$ cat config.mk
export PLATFORM = sky130hd
export DESIGN_NAME = apc_config_regs
export DESIGN_NICKNAME = d
export VERILOG_FILES = /design/src/logic/apc_config_regs.v /design/src/logic/apc_sync.v /design/src/logic/apc_serial_rx.v
export VERILOG_INCLUDE_DIRS = /design/src /design/src/pkg
export SDC_FILE = /design/constraint.sdc
export NUM_CORES = 1
export LEC_CHECK = 0
export ABC_AREA = 1
export BUFFER_PORTS_ARGS = -buffer_cell sky130_fd_sc_hd__buf_2
export CAP_MARGIN = 20
export CORE_MARGIN = 2
export CORE_UTILIZATION = 40
export CTS_CLUSTER_SIZE = 16
export DETAILED_ROUTE_END_ITERATION = 10
export GPL_TIMING_DRIVEN = 1
export HOLD_SLACK_MARGIN = 0.12
export PLACE_DENSITY_LB_ADDON = 0.08
export SETUP_SLACK_MARGIN = 0.15
export SYNTH_ARGS = -nofsm -noshare
export SYNTH_HDL_FRONTEND = slang
export SYNTH_HIERARCHICAL = 1
export SYNTH_SLANG_ARGS = --single-unit
$ cat constraint.sdc
create_clock -name clk -period 3.4 [get_ports clk]
set_input_delay 0.51 -clock clk [delete_from_list [all_inputs] [get_ports clk]]
set_output_delay 0.51 -clock clk [all_outputs]
set_load 0.05 [all_outputs]
$ cat src/pkg/apc_regs.vh
// apc_regs.vh: constants for the audio path configuration register bank
// assumes plain verilog-2005 consumers that include it by bare name
`ifndef APC_REGS_VH
`define APC_REGS_VH

// serial frame layout: 8-bit opcode then 16 data bits
`define APC_OPC_W        8
`define APC_DATA_W       16
`define APC_FRAME_W      24
`define APC_CNT_W        5
`define APC_CNT_ZERO     5'h00
`define APC_CNT_ONE      5'h01
// opcode patterns with bit 5 masked (don't care)
`define APC_OPC_MASK     8'hdf
`define APC_OPC_LOAD_A   8'h42
`define APC_OPC_LOAD_B   8'h44
// reset values of holding and active registers (all stages powered down)
`define APC_RST_A        16'h2421
`define APC_RST_B        16'hffff
// config b fields
`define APC_B_AGC_PD     0
`define APC_B_LPF_PD     1
`define APC_B_RATE_HI    3
`define APC_B_RATE_LO    2
`define APC_B_FILT_SRC   4
`define APC_B_MIX2_HI    6
`define APC_B_MIX2_LO    5
`define APC_B_MIX1_HI    8
`define APC_B_MIX1_LO    7
`define APC_B_M1SRC_HI   10
`define APC_B_M1SRC_LO   9
`define APC_B_VOL_HI     13
`define APC_B_VOL_LO     11
`define APC_B_VSRC_HI    15
`define APC_B_VSRC_LO    14
// config a fields
`define APC_A_VOL_PD     0
`define APC_A_SPK_HI     2
`define APC_A_SPK_LO     1
`define APC_A_OSRC_HI    4
`define APC_A_OSRC_LO    3
`define APC_A_ANALOG_OUT_POWERDOWN       5
`define APC_A_AOSRC_HI   8
`define APC_A_AOSRC_LO   6
`define APC_A_INSRC      9
`define APC_A_AUX_PD     10
`define APC_A_AUXG_HI    12
`define APC_A_AUXG_LO    11
`define APC_A_AIN_PD     13
`define APC_A_AING_HI    15
`define APC_A_AING_LO    14
// mixer mode code that powers a summing amp down
`define APC_MIX_OFF      2'h3
// attenuation step in db per volume code
`define APC_ATT_STEP_DB  5'h04

`endif

$ cat src/logic/apc_config_regs.v
// apc_config_regs.v: two 16-bit audio path configuration registers
// loaded over the serial port; assumes host drives ss_n, sclk, mosi
// asynchronously (mode 0, msb first) and pu from the power control
`timescale 1ns/1ns
`include "apc_regs.vh"
`default_nettype none
module apc_config_regs (
  input  wire        clk,
  input  wire        rst,
  input  wire        ss_n,
  input  wire        sclk,
  input  wire        mosi,
  input  wire        master_power_bit,
  output reg  [15:0] audio_path_config_a_reg,
  output reg  [15:0] audio_path_config_b_reg,
  output reg         agc_amp_powerdown,
  output reg         lowpass_powerdown,
  output reg  [1:0]  rate_filter_select,
  output reg         filter_source_select,
  output reg  [1:0]  second_mixer_mode,
  output reg  [1:0]  first_mixer_mode,
  output reg  [1:0]  first_mixer_source_select,
  output reg  [2:0]  attenuation_level,
  output reg  [4:0]  attenuation_db,
  output reg  [1:0]  volume_source_select,
  output reg  [2:0]  analog_out_source_select,
  output reg         analog_out_powerdown,
  output reg  [1:0]  output_source_select,
  output reg  [1:0]  speaker_aux_control,
  output reg         volume_powerdown,
  output reg         input_source_select,
  output reg         aux_in_powerdown,
  output reg  [1:0]  aux_in_gain,
  output reg         analog_in_powerdown,
  output reg  [1:0]  analog_in_gain,
  output reg         second_mixer_powerdown,
  output reg         first_mixer_powerdown
);
  wire                    ss_n_s;
  wire                    sclk_s;
  wire                    mosi_s;
  wire                    pu_s;
  wire [`APC_FRAME_W-1:0] frame;
  wire [`APC_CNT_W-1:0]   bit_cnt;
  wire                    ss_rise;
  wire [`APC_OPC_W-1:0]   opc;
  wire [`APC_DATA_W-1:0]  data;
  wire                    full_frame;
  wire                    is_load_a;
  wire                    is_load_b;
  reg  [15:0]             hold_a_reg;
  reg  [15:0]             eff_a;
  reg  [15:0]             eff_b;

  // pins from outside are filtered through four flops each
  apc_sync #(.RST_VAL(1'b1)) u_sync_ss (
    .clk  (clk),
    .rst  (rst),
    .din  (ss_n),
    .dout (ss_n_s)
  );
  apc_sync #(.RST_VAL(1'b0)) u_sync_sclk (
    .clk  (clk),
    .rst  (rst),
    .din  (sclk),
    .dout (sclk_s)
  );
  apc_sync #(.RST_VAL(1'b0)) u_sync_mosi (
    .clk  (clk),
    .rst  (rst),
    .din  (mosi),
    .dout (mosi_s)
  );
  apc_sync #(.RST_VAL(1'b0)) u_sync_pu (
    .clk  (clk),
    .rst  (rst),
    .din  (master_power_bit),
    .dout (pu_s)
  );

  apc_serial_rx u_rx (
    .clk     (clk),
    .rst     (rst),
    .ss_n    (ss_n_s),
    .sclk    (sclk_s),
    .mosi    (mosi_s),
    .frame   (frame),
    .bit_cnt (bit_cnt),
    .ss_rise (ss_rise)
  );

  // a frame counts only with exactly 24 bits; short or long frames drop
  assign opc        = frame[`APC_FRAME_W-1:`APC_DATA_W];
  assign data       = frame[`APC_DATA_W-1:0];
  assign full_frame = (bit_cnt == `APC_FRAME_W);
  assign is_load_a = ss_rise & full_frame &
                     ((opc & `APC_OPC_MASK) == `APC_OPC_LOAD_A);
  assign is_load_b = ss_rise & full_frame &
                     ((opc & `APC_OPC_MASK) == `APC_OPC_LOAD_B);

  // register loads; ss_rise is the select rising edge, so commit lands
  // there; loads are taken regardless of master power
  always @(posedge clk)
  begin
    if (rst)
    begin
      hold_a_reg              <= `APC_RST_A;
      audio_path_config_a_reg <= `APC_RST_A;
      audio_path_config_b_reg <= `APC_RST_B;
    end
    else
    begin
      if (is_load_a)
        hold_a_reg <= data;
      if (is_load_b)
      begin
        audio_path_config_b_reg <= data;
        audio_path_config_a_reg <= hold_a_reg;
      end
    end
  end

  // gate by master power: while off every stage reads powered down
  // muxes read their reset codes as well, not the committed ones
  always @*
  begin
    eff_a = audio_path_config_a_reg;
    eff_b = audio_path_config_b_reg;
    if (!pu_s)
    begin
      eff_a = `APC_RST_A;
      eff_b = `APC_RST_B;
    end
  end

  // decoded field outputs, each registered
  always @(posedge clk)
  begin
    if (rst)
    begin
      agc_amp_powerdown         <= 1'b1;
      lowpass_powerdown         <= 1'b1;
      rate_filter_select        <= 2'h3;
      filter_source_select      <= 1'b1;
      second_mixer_mode         <= 2'h3;
      first_mixer_mode          <= 2'h3;
      first_mixer_source_select <= 2'h3;
      attenuation_level         <= 3'h7;
      attenuation_db            <= 5'h1c;
      volume_source_select      <= 2'h3;
      analog_out_source_select  <= 3'h0;
      analog_out_powerdown      <= 1'b1;
      output_source_select      <= 2'h0;
      speaker_aux_control       <= 2'h0;
      volume_powerdown          <= 1'b1;
      input_source_select       <= 1'b0;
      aux_in_powerdown          <= 1'b1;
      aux_in_gain               <= 2'h0;
      analog_in_powerdown       <= 1'b1;
      analog_in_gain            <= 2'h0;
      second_mixer_powerdown    <= 1'b1;
      first_mixer_powerdown     <= 1'b1;
    end
    else
    begin
      agc_amp_powerdown    <= eff_b[`APC_B_AGC_PD];
      lowpass_powerdown    <= eff_b[`APC_B_LPF_PD];
      rate_filter_select   <= eff_b[`APC_B_RATE_HI:`APC_B_RATE_LO];
      filter_source_select <= eff_b[`APC_B_FILT_SRC];
      second_mixer_mode    <= eff_b[`APC_B_MIX2_HI:`APC_B_MIX2_LO];
      second_mixer_powerdown <=
        (eff_b[`APC_B_MIX2_HI:`APC_B_MIX2_LO] == `APC_MIX_OFF);
      first_mixer_mode     <= eff_b[`APC_B_MIX1_HI:`APC_B_MIX1_LO];
      first_mixer_powerdown <=
        (eff_b[`APC_B_MIX1_HI:`APC_B_MIX1_LO] == `APC_MIX_OFF);
      first_mixer_source_select <= eff_b[`APC_B_M1SRC_HI:`APC_B_M1SRC_LO];
      attenuation_level    <= eff_b[`APC_B_VOL_HI:`APC_B_VOL_LO];
      attenuation_db       <= {2'h0, eff_b[`APC_B_VOL_HI:`APC_B_VOL_LO]}
                              << 2;
      volume_source_select <= eff_b[`APC_B_VSRC_HI:`APC_B_VSRC_LO];
      analog_out_source_select <= eff_a[`APC_A_AOSRC_HI:`APC_A_AOSRC_LO];
      analog_out_powerdown <= eff_a[`APC_A_ANALOG_OUT_POWERDOWN];
      output_source_select <= eff_a[`APC_A_OSRC_HI:`APC_A_OSRC_LO];
      speaker_aux_control  <= eff_a[`APC_A_SPK_HI:`APC_A_SPK_LO];
      volume_powerdown     <= eff_a[`APC_A_VOL_PD];
      aux_in_powerdown     <= eff_a[`APC_A_AUX_PD];
      analog_in_powerdown  <= eff_a[`APC_A_AIN_PD];
      input_source_select  <= eff_a[`APC_A_INSRC];
      aux_in_gain          <= eff_a[`APC_A_AUXG_HI:`APC_A_AUXG_LO];
      analog_in_gain       <= eff_a[`APC_A_AING_HI:`APC_A_AING_LO];
    end
  end
endmodule
`default_nettype wire

$ cat src/logic/apc_sync.v
// apc_sync.v: three-stage input synchroniser with agreement filter
// assumes the input is asynchronous to clk; output changes once
// stages two and three agree
`timescale 1ns/1ns
`default_nettype none
module apc_sync #(
  parameter RST_VAL = 1'b0
)(
  input  wire clk,
  input  wire rst,
  input  wire din,
  output reg  dout
);
  reg s1_reg;
  reg s2_reg;
  reg s3_reg;

  // first stage feeds only the second, keeps metastability contained
  always @(posedge clk)
  begin
    if (rst)
    begin
      s1_reg <= RST_VAL;
      s2_reg <= RST_VAL;
      s3_reg <= RST_VAL;
      dout   <= RST_VAL;
    end
    else
    begin
      s1_reg <= din;
      s2_reg <= s1_reg;
      s3_reg <= s2_reg;
      if (s2_reg == s3_reg)
        dout <= s3_reg;
    end
  end
endmodule
`default_nettype wire

$ cat src/logic/apc_serial_rx.v
// apc_serial_rx.v: spi mode 0 shifter for opcode plus 16 data bits
// assumes synchronised sclk, mosi and select levels on clk domain
`timescale 1ns/1ns
`include "apc_regs.vh"
`default_nettype none
module apc_serial_rx (
  input  wire                     clk,
  input  wire                     rst,
  input  wire                     ss_n,
  input  wire                     sclk,
  input  wire                     mosi,
  output reg  [`APC_FRAME_W-1:0]  frame,
  output reg  [`APC_CNT_W-1:0]    bit_cnt,
  output reg                      ss_rise
);
  reg sclk_d_reg;
  reg ss_d_reg;

  // sample mosi on sclk rise while selected; count saturates
  always @(posedge clk)
  begin
    if (rst)
    begin
      sclk_d_reg <= 1'b0;
      ss_d_reg   <= 1'b1;
      frame      <= {`APC_FRAME_W{1'b0}};
      bit_cnt    <= `APC_CNT_ZERO;
      ss_rise    <= 1'b0;
    end
    else
    begin
      sclk_d_reg <= sclk;
      ss_d_reg   <= ss_n;
      ss_rise    <= ss_n & ~ss_d_reg;
      // count clears one cycle after the select rise, so the frame
      // length still stands while the commit decode looks at it
      if (ss_n & ss_d_reg)
        bit_cnt <= `APC_CNT_ZERO;
      else if (sclk & ~sclk_d_reg)
      begin
        frame <= {frame[`APC_FRAME_W-2:0], mosi};
        if (bit_cnt != 5'h1f)
          bit_cnt <= bit_cnt + `APC_CNT_ONE;
      end
    end
  end
endmodule
`default_nettype wire

# Yosys cells after proc, flatten, opt, wreduce, memory -nomap -nowiden
# Cells that the tools add are included.
# W data, S select, Z words.
# word_totals
latch_bits	0
output_inout_bits	71
mem_bits_rw	0
input_bits	6
romBits	0
word_cells	72
memories	0
reg_bits	132
# classes
n_addsub	1
n_mux	1
bitwise_logic	10
n_lt_le_gt_ge	0
n_reduce_logical	4
shift	0
n_eq_ne	10
multipliers	0
n_div	0
# ops
cell	n
$eq A7 B6 Y1 const B	2
$mux W14	1
$and A1 B1 Y1	6
$add A5 B1 Y5 const B	1
$eq A5 B5 Y1 const B	1
$ne A5 B5 Y1 const B	1
$eq A1 B1 Y1	4
$eq A2 B2 Y1 const B	2
$not A1 Y1	4
$reduce_and A2 Y1	2
$reduce_or A2 Y1	2

# Depth between registers and ports, before layout
# Gate-level depths: netlist of the first run.
# depth
ltp_word	3
ltp_mapped	8
ltp_nobuf	8

# Cells and area by module
# The synthesis of the first run kept the hierarchy.
# by_module_without_submodules
mod	instances	cells_each	seq_area_each_um2	area_each_um2
apc_config_regs	1	389	1641.6	3064.2
apc_serial_rx	1	151	640.6	1238.7
apc_sync at u_sync_mosi ...	3	13	80.1	121.4
apc_sync at u_sync_ss	1	15	80.1	128.9

# Worst setup path before layout of the first run
# Ideal clock, no wire load.
# synth_timing
kind	register to output
startpoint	register, netlist name attenuation_db[2]
endpoint	output port attenuation_level[0]
t_arrival_ns	0.894
slack_ns	1.996
stages_incl_launch_ff	2
path_buffers	1
required_ns	2.890
cell_sequence	dfxtp_1 buf_4
# synth_lines
element	line	text
end, declared	apc_config_regs.v:23	output reg [2:0] attenuation_level,

# Final worst setup path of the first run
# layout_timing
startpoint	register u_rx.frame[18]
endpoint	register audio_path_config_a_reg[10]
# layout_between
elab_chain_len	2
# layout_rtl
element	line	text
start, declared	apc_serial_rx.v:12	output reg [`APC_FRAME_W-1:0] frame,
start signal, assigned	apc_serial_rx.v:26	frame <= {`APC_FRAME_W{1'b0}};
start signal, assigned	apc_serial_rx.v:41	frame <= {frame[`APC_FRAME_W-2:0], mosi};
$eq A7 B6 Y1 (no source line)	n/a	
$and A1 B1 Y1	apc_config_regs.v:98	assign is_load_b = ss_rise & full_frame &
end signal, assigned	apc_config_regs.v:108	audio_path_config_a_reg <= `APC_RST_A;
end signal, assigned	apc_config_regs.v:118	audio_path_config_a_reg <= hold_a_reg;
end, declared	apc_config_regs.v:14	output reg [15:0] audio_path_config_a_reg,
# Every way passes these cells.
# A chain may end at the register's enable or synchronous reset.

==> flow_metrics.py, run 1 <==
metrics = {
    "run_status": {
        "outcome": "finished clean",
    },
    "sta": {
        "fmax_mhz": 519,
        "max-slew-margin-rel": 0.465,
        "fin_crit_sh": 0.567,
        "report.final.slew_viol_count": 0,
        "finalSetupTns_ns": 0,
        "final_hold_viol_count": 0,
        "timing.final.ws_setup_ns": 1.47,
        "worst_pin_slew_ns": 0.800,
        "final.setup_skew_ns": 0.00590,
        "finalSetupViolations": 0,
        "rsz0062_at_grt": "no",
        "fin_crit_ns": 1.93,
    },
    "detailed_routing": {
        "first_pass_iters": 4,
        "drtIter0Drc": 138,
        "postRouteAntennaNets": 0,
        "drc": 0,
        "drt-total-wl_mm": 8.96,
        "top_layer": "met4",
        "wl_per_cell_um": 11.0,
        "dr_wl_met2_mm": 4.21,
        "wl_met3_um": 392,
        "viasPerCell": 4.52,
        "met1_length_mm": 4.13,
        "num_vias": 3677,
    },
    "pwr": {
        "p_leak_nw": 2.37,
        "p_int_mw": 2.68,
        "power_density_nw_per_um2": 591,
        "switching_share": 0.204,
        "ir_drop_uv": 255,
        "p_comb_frac": 0.014,
        "p_clk_frac": 0.532,
        "seqPwrFrac": 0.454,
        "switchingPower_uw": 690,
        "total_power_mw": 3.37,
    },
    "clock_network": {
        "cts_setup_buffers": 0,
        "cts_htree_levels": 4,
        "clkSinkCount": 130,
        "clk_latency_ns": 0.41,
        "cts_buffers": 17,
        "cts_tree": "built",
        "postCtsHoldBufs": 0,
        "ctsResizeCount": 0,
        "clockBufferDepth": 2,
        "path_clk_slew_ns": 0.06,
        "root_buffer": "clkbuf_16",
    },
    "layout": {
        "multiInputGateArea_um2": 1660,
        "diodes": 0,
        "seq_area_um2": 2600,
        "fin_nets": 666,
        "post-route-util": 0.494,
        "fill_cells": 1165,
        "drive_gt1_frac": 0.221,
        "largest_register_ffs": 24,
        "area.growth.synth_to_final_pct": 19.0,
        "final_cell_mix": "130 x dfxtp_1, 129 x nor2_1, 79 x nand2_1",
        "layout_commonest_cell": "dfxtp_1",
        "top_register": "u_rx/frame",
    },
    "floorplanning": {
        "start_util": 0.415,
        "row_count": 39,
        "core_um2": 11600,
        "ios": 77,
        "fp.dieW_um": 113,
        "die_height_um": 113,
        "die-area_um2": 12900,
    },
    "critical_path": {
        "critPathCaptureType": "register",
        "arrival_ns": 2.21,
        "startpoint_type": "register",
        "r2r_cells": 7,
        "path_class": "reg -> reg",
        "crit_required_ns": 3.69,
        "crit_path_max_fanout": 33,
    },
    "synthesis": {
        "synth_mux_area_frac": 0,
        "synth-xor-area-share": 0,
        "ys_seq_area_frac": 0.543,
        "synthAdderAreaFrac": 0.00522,
        "synth_cell_type_count": 29,
        "yosysTopAreaCellShare": 0.543,
        "synth_top_family_by_area": "simple AND/OR/NAND/NOR gates",
        "yosys.area_share.simple": 0.300,
        "syn_area_um2": 4800,
        "synth_cells": 594,
        "syn_avg_cell_area_um2": 8.07,
        "synth_top_cell_by_area": "dfxtp_1",
        "synth_compound_area_frac": 0.0402,
        "yosys-top-cells-area": "dfxtp_1 54%, nor2_1 10%, nand3_1 7.8%",
        "synth_seq_cells": 130,
        "yosys_warnings": 6,
    },
    "grt": {
        "overflow": 0,
        "antenna_found_initial": 0,
        "grt_pass1_wl_mm": 14.9,
        "grt_usage": 0.148,
        "grt_max_degree": 49,
        "grt_pass1_vias": 3289,
    },
    "placed_design": {
        "port-buffer-count": 74,
        "dp.final_hpwl_mm": 6.08,
        "place_congestion": 0.767,
        "pre_cts_ws_ns": 1.36,
    },
    "min_path": {
        "min_path_type": "in -> reg",
        "hold-path-cell-count": 2,
    },
    "flow_run": {
        "cap_viol_max_count": 0,
    },
}
## worst paths after layout
check / start / end / slack (ns)
worst max-delay path: u_rx/frame[18] / audio_path_config_a_reg[10] / 1.47
worst min-delay path: ss_n / u_sync_ss/s1_reg / 0.27
worst max register to register: u_rx/frame[18] / audio_path_config_a_reg[10] / 1.47
worst min register to register: u_sync_pu/s1_reg / u_sync_pu/s2_reg / 0.40
## worst max-delay path: stages (launching register included)
cell and delay [ns]:
dfxtp_1 0.42, inv_2 0.05, nor2_1 0.09, nand2_1 0.09
nor2_4 0.52, nand2_2 0.39, nand2_1 0.16, nand3_1 0.07
## metal layers
| layer | GRT usage | vias to the layer above |
|---|---|---|
| li1 | - | 1947 |
| met3 | 0.0473 | 16 |
| met2 | 0.235 | 68 |
| met4 | 0.0878 | 0 |
| met1 | 0.175 | 1646 |
| met5 | 0 | - |
## power groups by stage
stage	combinational [mW]	sequential [mW]	clock, mW
2_1_floorplan	0.0377	1.56	0
3_3_place_gp	0.0479	1.57	0
3_5_place_dp	0.0487	1.57	0
4_1_cts	0.0489	1.53	1.84
5_1_grt	0.0552	1.53	1.91
6_report	0.0475	1.53	1.79
## stage by stage
step / hold slack, ns / instances / cell area (µm²)
6_report: 0.272 / 814 / 5710
3_3_place_gp: 0.392 / 782 / 5110
4_1_cts: 0.256 / 814 / 5710
2_1_floorplan: 0.383 / 595 / 4800
5_1_grt: 0.267 / 814 / 5710
3_5_place_dp: 0.394 / 782 / 5110
## cell type report
| class | instances | share of cell area |
|---|---|---|
| clock buffers | 21 | 0.0824 |
| flip-flops and latches | 130 | 0.456 |
| well taps | 143 | 0.0313 |
| multi-input cells | 361 | 0.291 |
| inverters | 72 | 0.0491 |
| clock inverters | 11 | 0.0224 |
| repair buffers | 76 | 0.0675 |
## Yosys cell counts (all sizes together)
cell type	n
a21oi	7
buf	26
clkbuf	6
conb	1
dfxtp	130
ha	2
inv	72
nand2	83
nand3	75
nand3b	1
nor2	142
nor3	1
o21ai	27
o21bai	3
or2	18
## cell families after synthesis
kind of cell,Yosys count
flip-flops,130
other,1
buffers and inverters,104
AO/OA/AOI/OAI,37
AND/OR/NAND/NOR,320
adder cells (fa/ha/maj),2
Power figures use the tool's default switching activity.
==> run 2, diff against run 1 <==
==> constraint.sdc (replaced) <==
create_clock -name clk -period 2 [get_ports clk]
set_input_delay 0.3 -clock clk [delete_from_list [all_inputs] [get_ports clk]]
set_output_delay 0.3 -clock clk [all_outputs]
set_load 0.05 [all_outputs]
==> flow_metrics.py, run 2 (synthesized netlist as in run 1, its figures left out) <==
metrics = {
    "run_status": {
        "outcome": "finished clean",
    },
    "layout": {
        "diodes": 0,
        "fin_nets": 677,
        "drive_gt1_frac": 0.218,
        "design_area_um2": 5780,
        "layout_commonest_cell": "dfxtp_1",
        "final_cell_mix": "130 x dfxtp_1, 129 x nor2_1, 79 x nand2_1",
        "post-route-util": 0.500,
        "top_register": "u_rx/frame",
        "finalNonFillerCells": 825,
        "area.growth.synth_to_final_pct": 20.6,
        "largest_register_ffs": 24,
    },
    "flow_run": {
        "cap_viol_max_count": 0,
    },
    "pwr": {
        "p_leak_nw": 2.42,
        "total_power_mw": 5.65,
        "power_density_nw_per_um2": 976,
        "ir_drop_uv": 636,
    },
    "critical_path": {
        "cp_num_buf_inv": 2,
        "reg2reg_from": "u_rx/bit_cnt[4]",
        "cp-startpoint": "u_rx/bit_cnt[4]",
        "crit_family": "simple AND/OR/NAND/NOR gates",
        "critPathCaptureType": "register",
        "r2r_setup_slack_ns": 0.52,
        "r2r_cells": 7,
        "startpoint_type": "register",
        "crit_path_max_fanout": 20,
        "cp.depth": 7,
        "path_cells": "inv_1 > nor2_2 > inv_2 > nor2_4 > nand2_2 > nand2_1 > nand3_1",
        "crit_required_ns": 2.27,
        "critPathMaxStageDelay_ns": 0.34,
        "path_class": "reg -> reg",
        "cp-endpoint": "audio_path_config_b_reg[14]",
        "arrival_ns": 1.76,
        "r2r-end": "audio_path_config_b_reg[14]",
        "cp_slowest_cell": "dfxtp_1",
    },
    "placed_design": {
        "pre_cts_ws_ns": 0.511,
        "port-buffer-count": 74,
        "dp.final_hpwl_mm": 6.47,
        "placed_cells": 789,
        "dpl_cell_area_um2": 5180,
        "place_congestion": 0.792,
    },
    "grt": {
        "grt_max_degree": 49,
        "overflow": 0,
        "grt_pass1_wl_mm": 15.7,
        "grt_pass1_vias": 3395,
        "grt_use_met2": 0.238,
        "grt_usage": 0.154,
        "antenna_found_initial": 0,
        "gr-max-usage-layer": "met2",
        "grt.met3_usage": 0.0462,
        "global_route.usage.met1": 0.191,
    },
    "clock_network": {
        "ctsResizeCount": 0,
        "cts_tree": "built",
        "root_buffer": "clkbuf_16",
        "postCtsHoldBufs": 4,
        "clkSinkCount": 130,
        "clk_latency_ns": 0.40,
        "clockBufferDepth": 2,
        "cts_buffers": 17,
        "path_clk_slew_ns": 0.05,
        "cts_htree_levels": 4,
        "cts_setup_buffers": 0,
    },
    "sta": {
        "finalSetupTns_ns": 0,
        "final.setup_skew_ns": 0.00444,
        "timing.final.ws_setup_ns": 0.516,
        "hold-worst-slack_ns": 0.314,
        "final_hold_viol_count": 0,
        "finalSetupViolations": 0,
        "report.final.slew_viol_count": 0,
        "rsz0062_at_grt": "no",
        "fin_crit_sh": 0.742,
        "worst_pin_slew_ns": 0.676,
        "max-slew-margin-rel": 0.548,
        "fmax_mhz": 674,
        "fin_crit_ns": 1.48,
    },
    "detailed_routing": {
        "viasPerCell": 4.48,
        "num_vias": 3699,
        "postRouteAntennaNets": 0,
        "drtIter0Drc": 216,
        "first_pass_iters": 4,
        "drt-total-wl_mm": 9.21,
        "wl_per_cell_um": 11.2,
        "drc": 0,
    },
    "floorplanning": {
        "die_height_um": 113,
        "ios": 77,
        "start_util": 0.415,
        "fp.dieW_um": 113,
        "row_count": 39,
        "core_um2": 11600,
        "die-area_um2": 12900,
    },
    "min_path": {
        "min_path_type": "in -> reg",
    },
}
-- run 2: cell count changes in the layout (fill, tap and decap cells not counted), sizes merged --
| cell | previous run | this run |
|---|---|---|
| buf | 76 | 83 |
| dlygate4sd3 | 0 | 4 |
| inv | 74 | 72 |
| clkbuf | 21 | 27 |
| clkinv | 4 | 3 |
| clkinvlp | 3 | 0 |
-- run 2: how the worst min path moves through the flow --
stage | start | endpoint | slack, ns | cells after the start
floorplan | rst | u_sync_mosi/s1_reg | 0.37 | 1
global placement | u_sync_pu/s1_reg | u_sync_pu/s2_reg | 0.39 | 2
detailed placement | u_sync_mosi/s1_reg | u_sync_mosi/s2_reg | 0.40 | 2
CTS | rst | u_sync_sclk/s2_reg | 0.30 | 3
global route | rst | u_sync_pu/s2_reg | 0.34 | 3
finish | rst | u_sync_sclk/s2_reg | 0.31 | 3
-- run 2: metal layers --
metal / vias up / wire length (µm)
met5: - / 0
met4: 0 / 157
met3: 13 / 364
met2: 71 / 4210
met1: 1638 / 4480
li1: 1977 / -
-- run 2: tightest hold or removal path, cell delays in order --
cell    delay (ns)
buf_2         0.09
buf_4         0.22
nor2_1        0.06
-- run 2: area by class of cell --
type	count	area, µm²
clock buffer	27	493
fill	1126	5780
sequential	130	2600
timing repair buffer	87	490
tap	143	179
inverter	72	280
clock inverter	5	75.1
multi-input combinational	361	1660
-- run 2: report_power, final --
part | switching, mW | internal (mW)
Clock | 1.02 | 1.93
Sequential | 0.00421 | 2.60
Combinational | 0.0575 | 0.0313
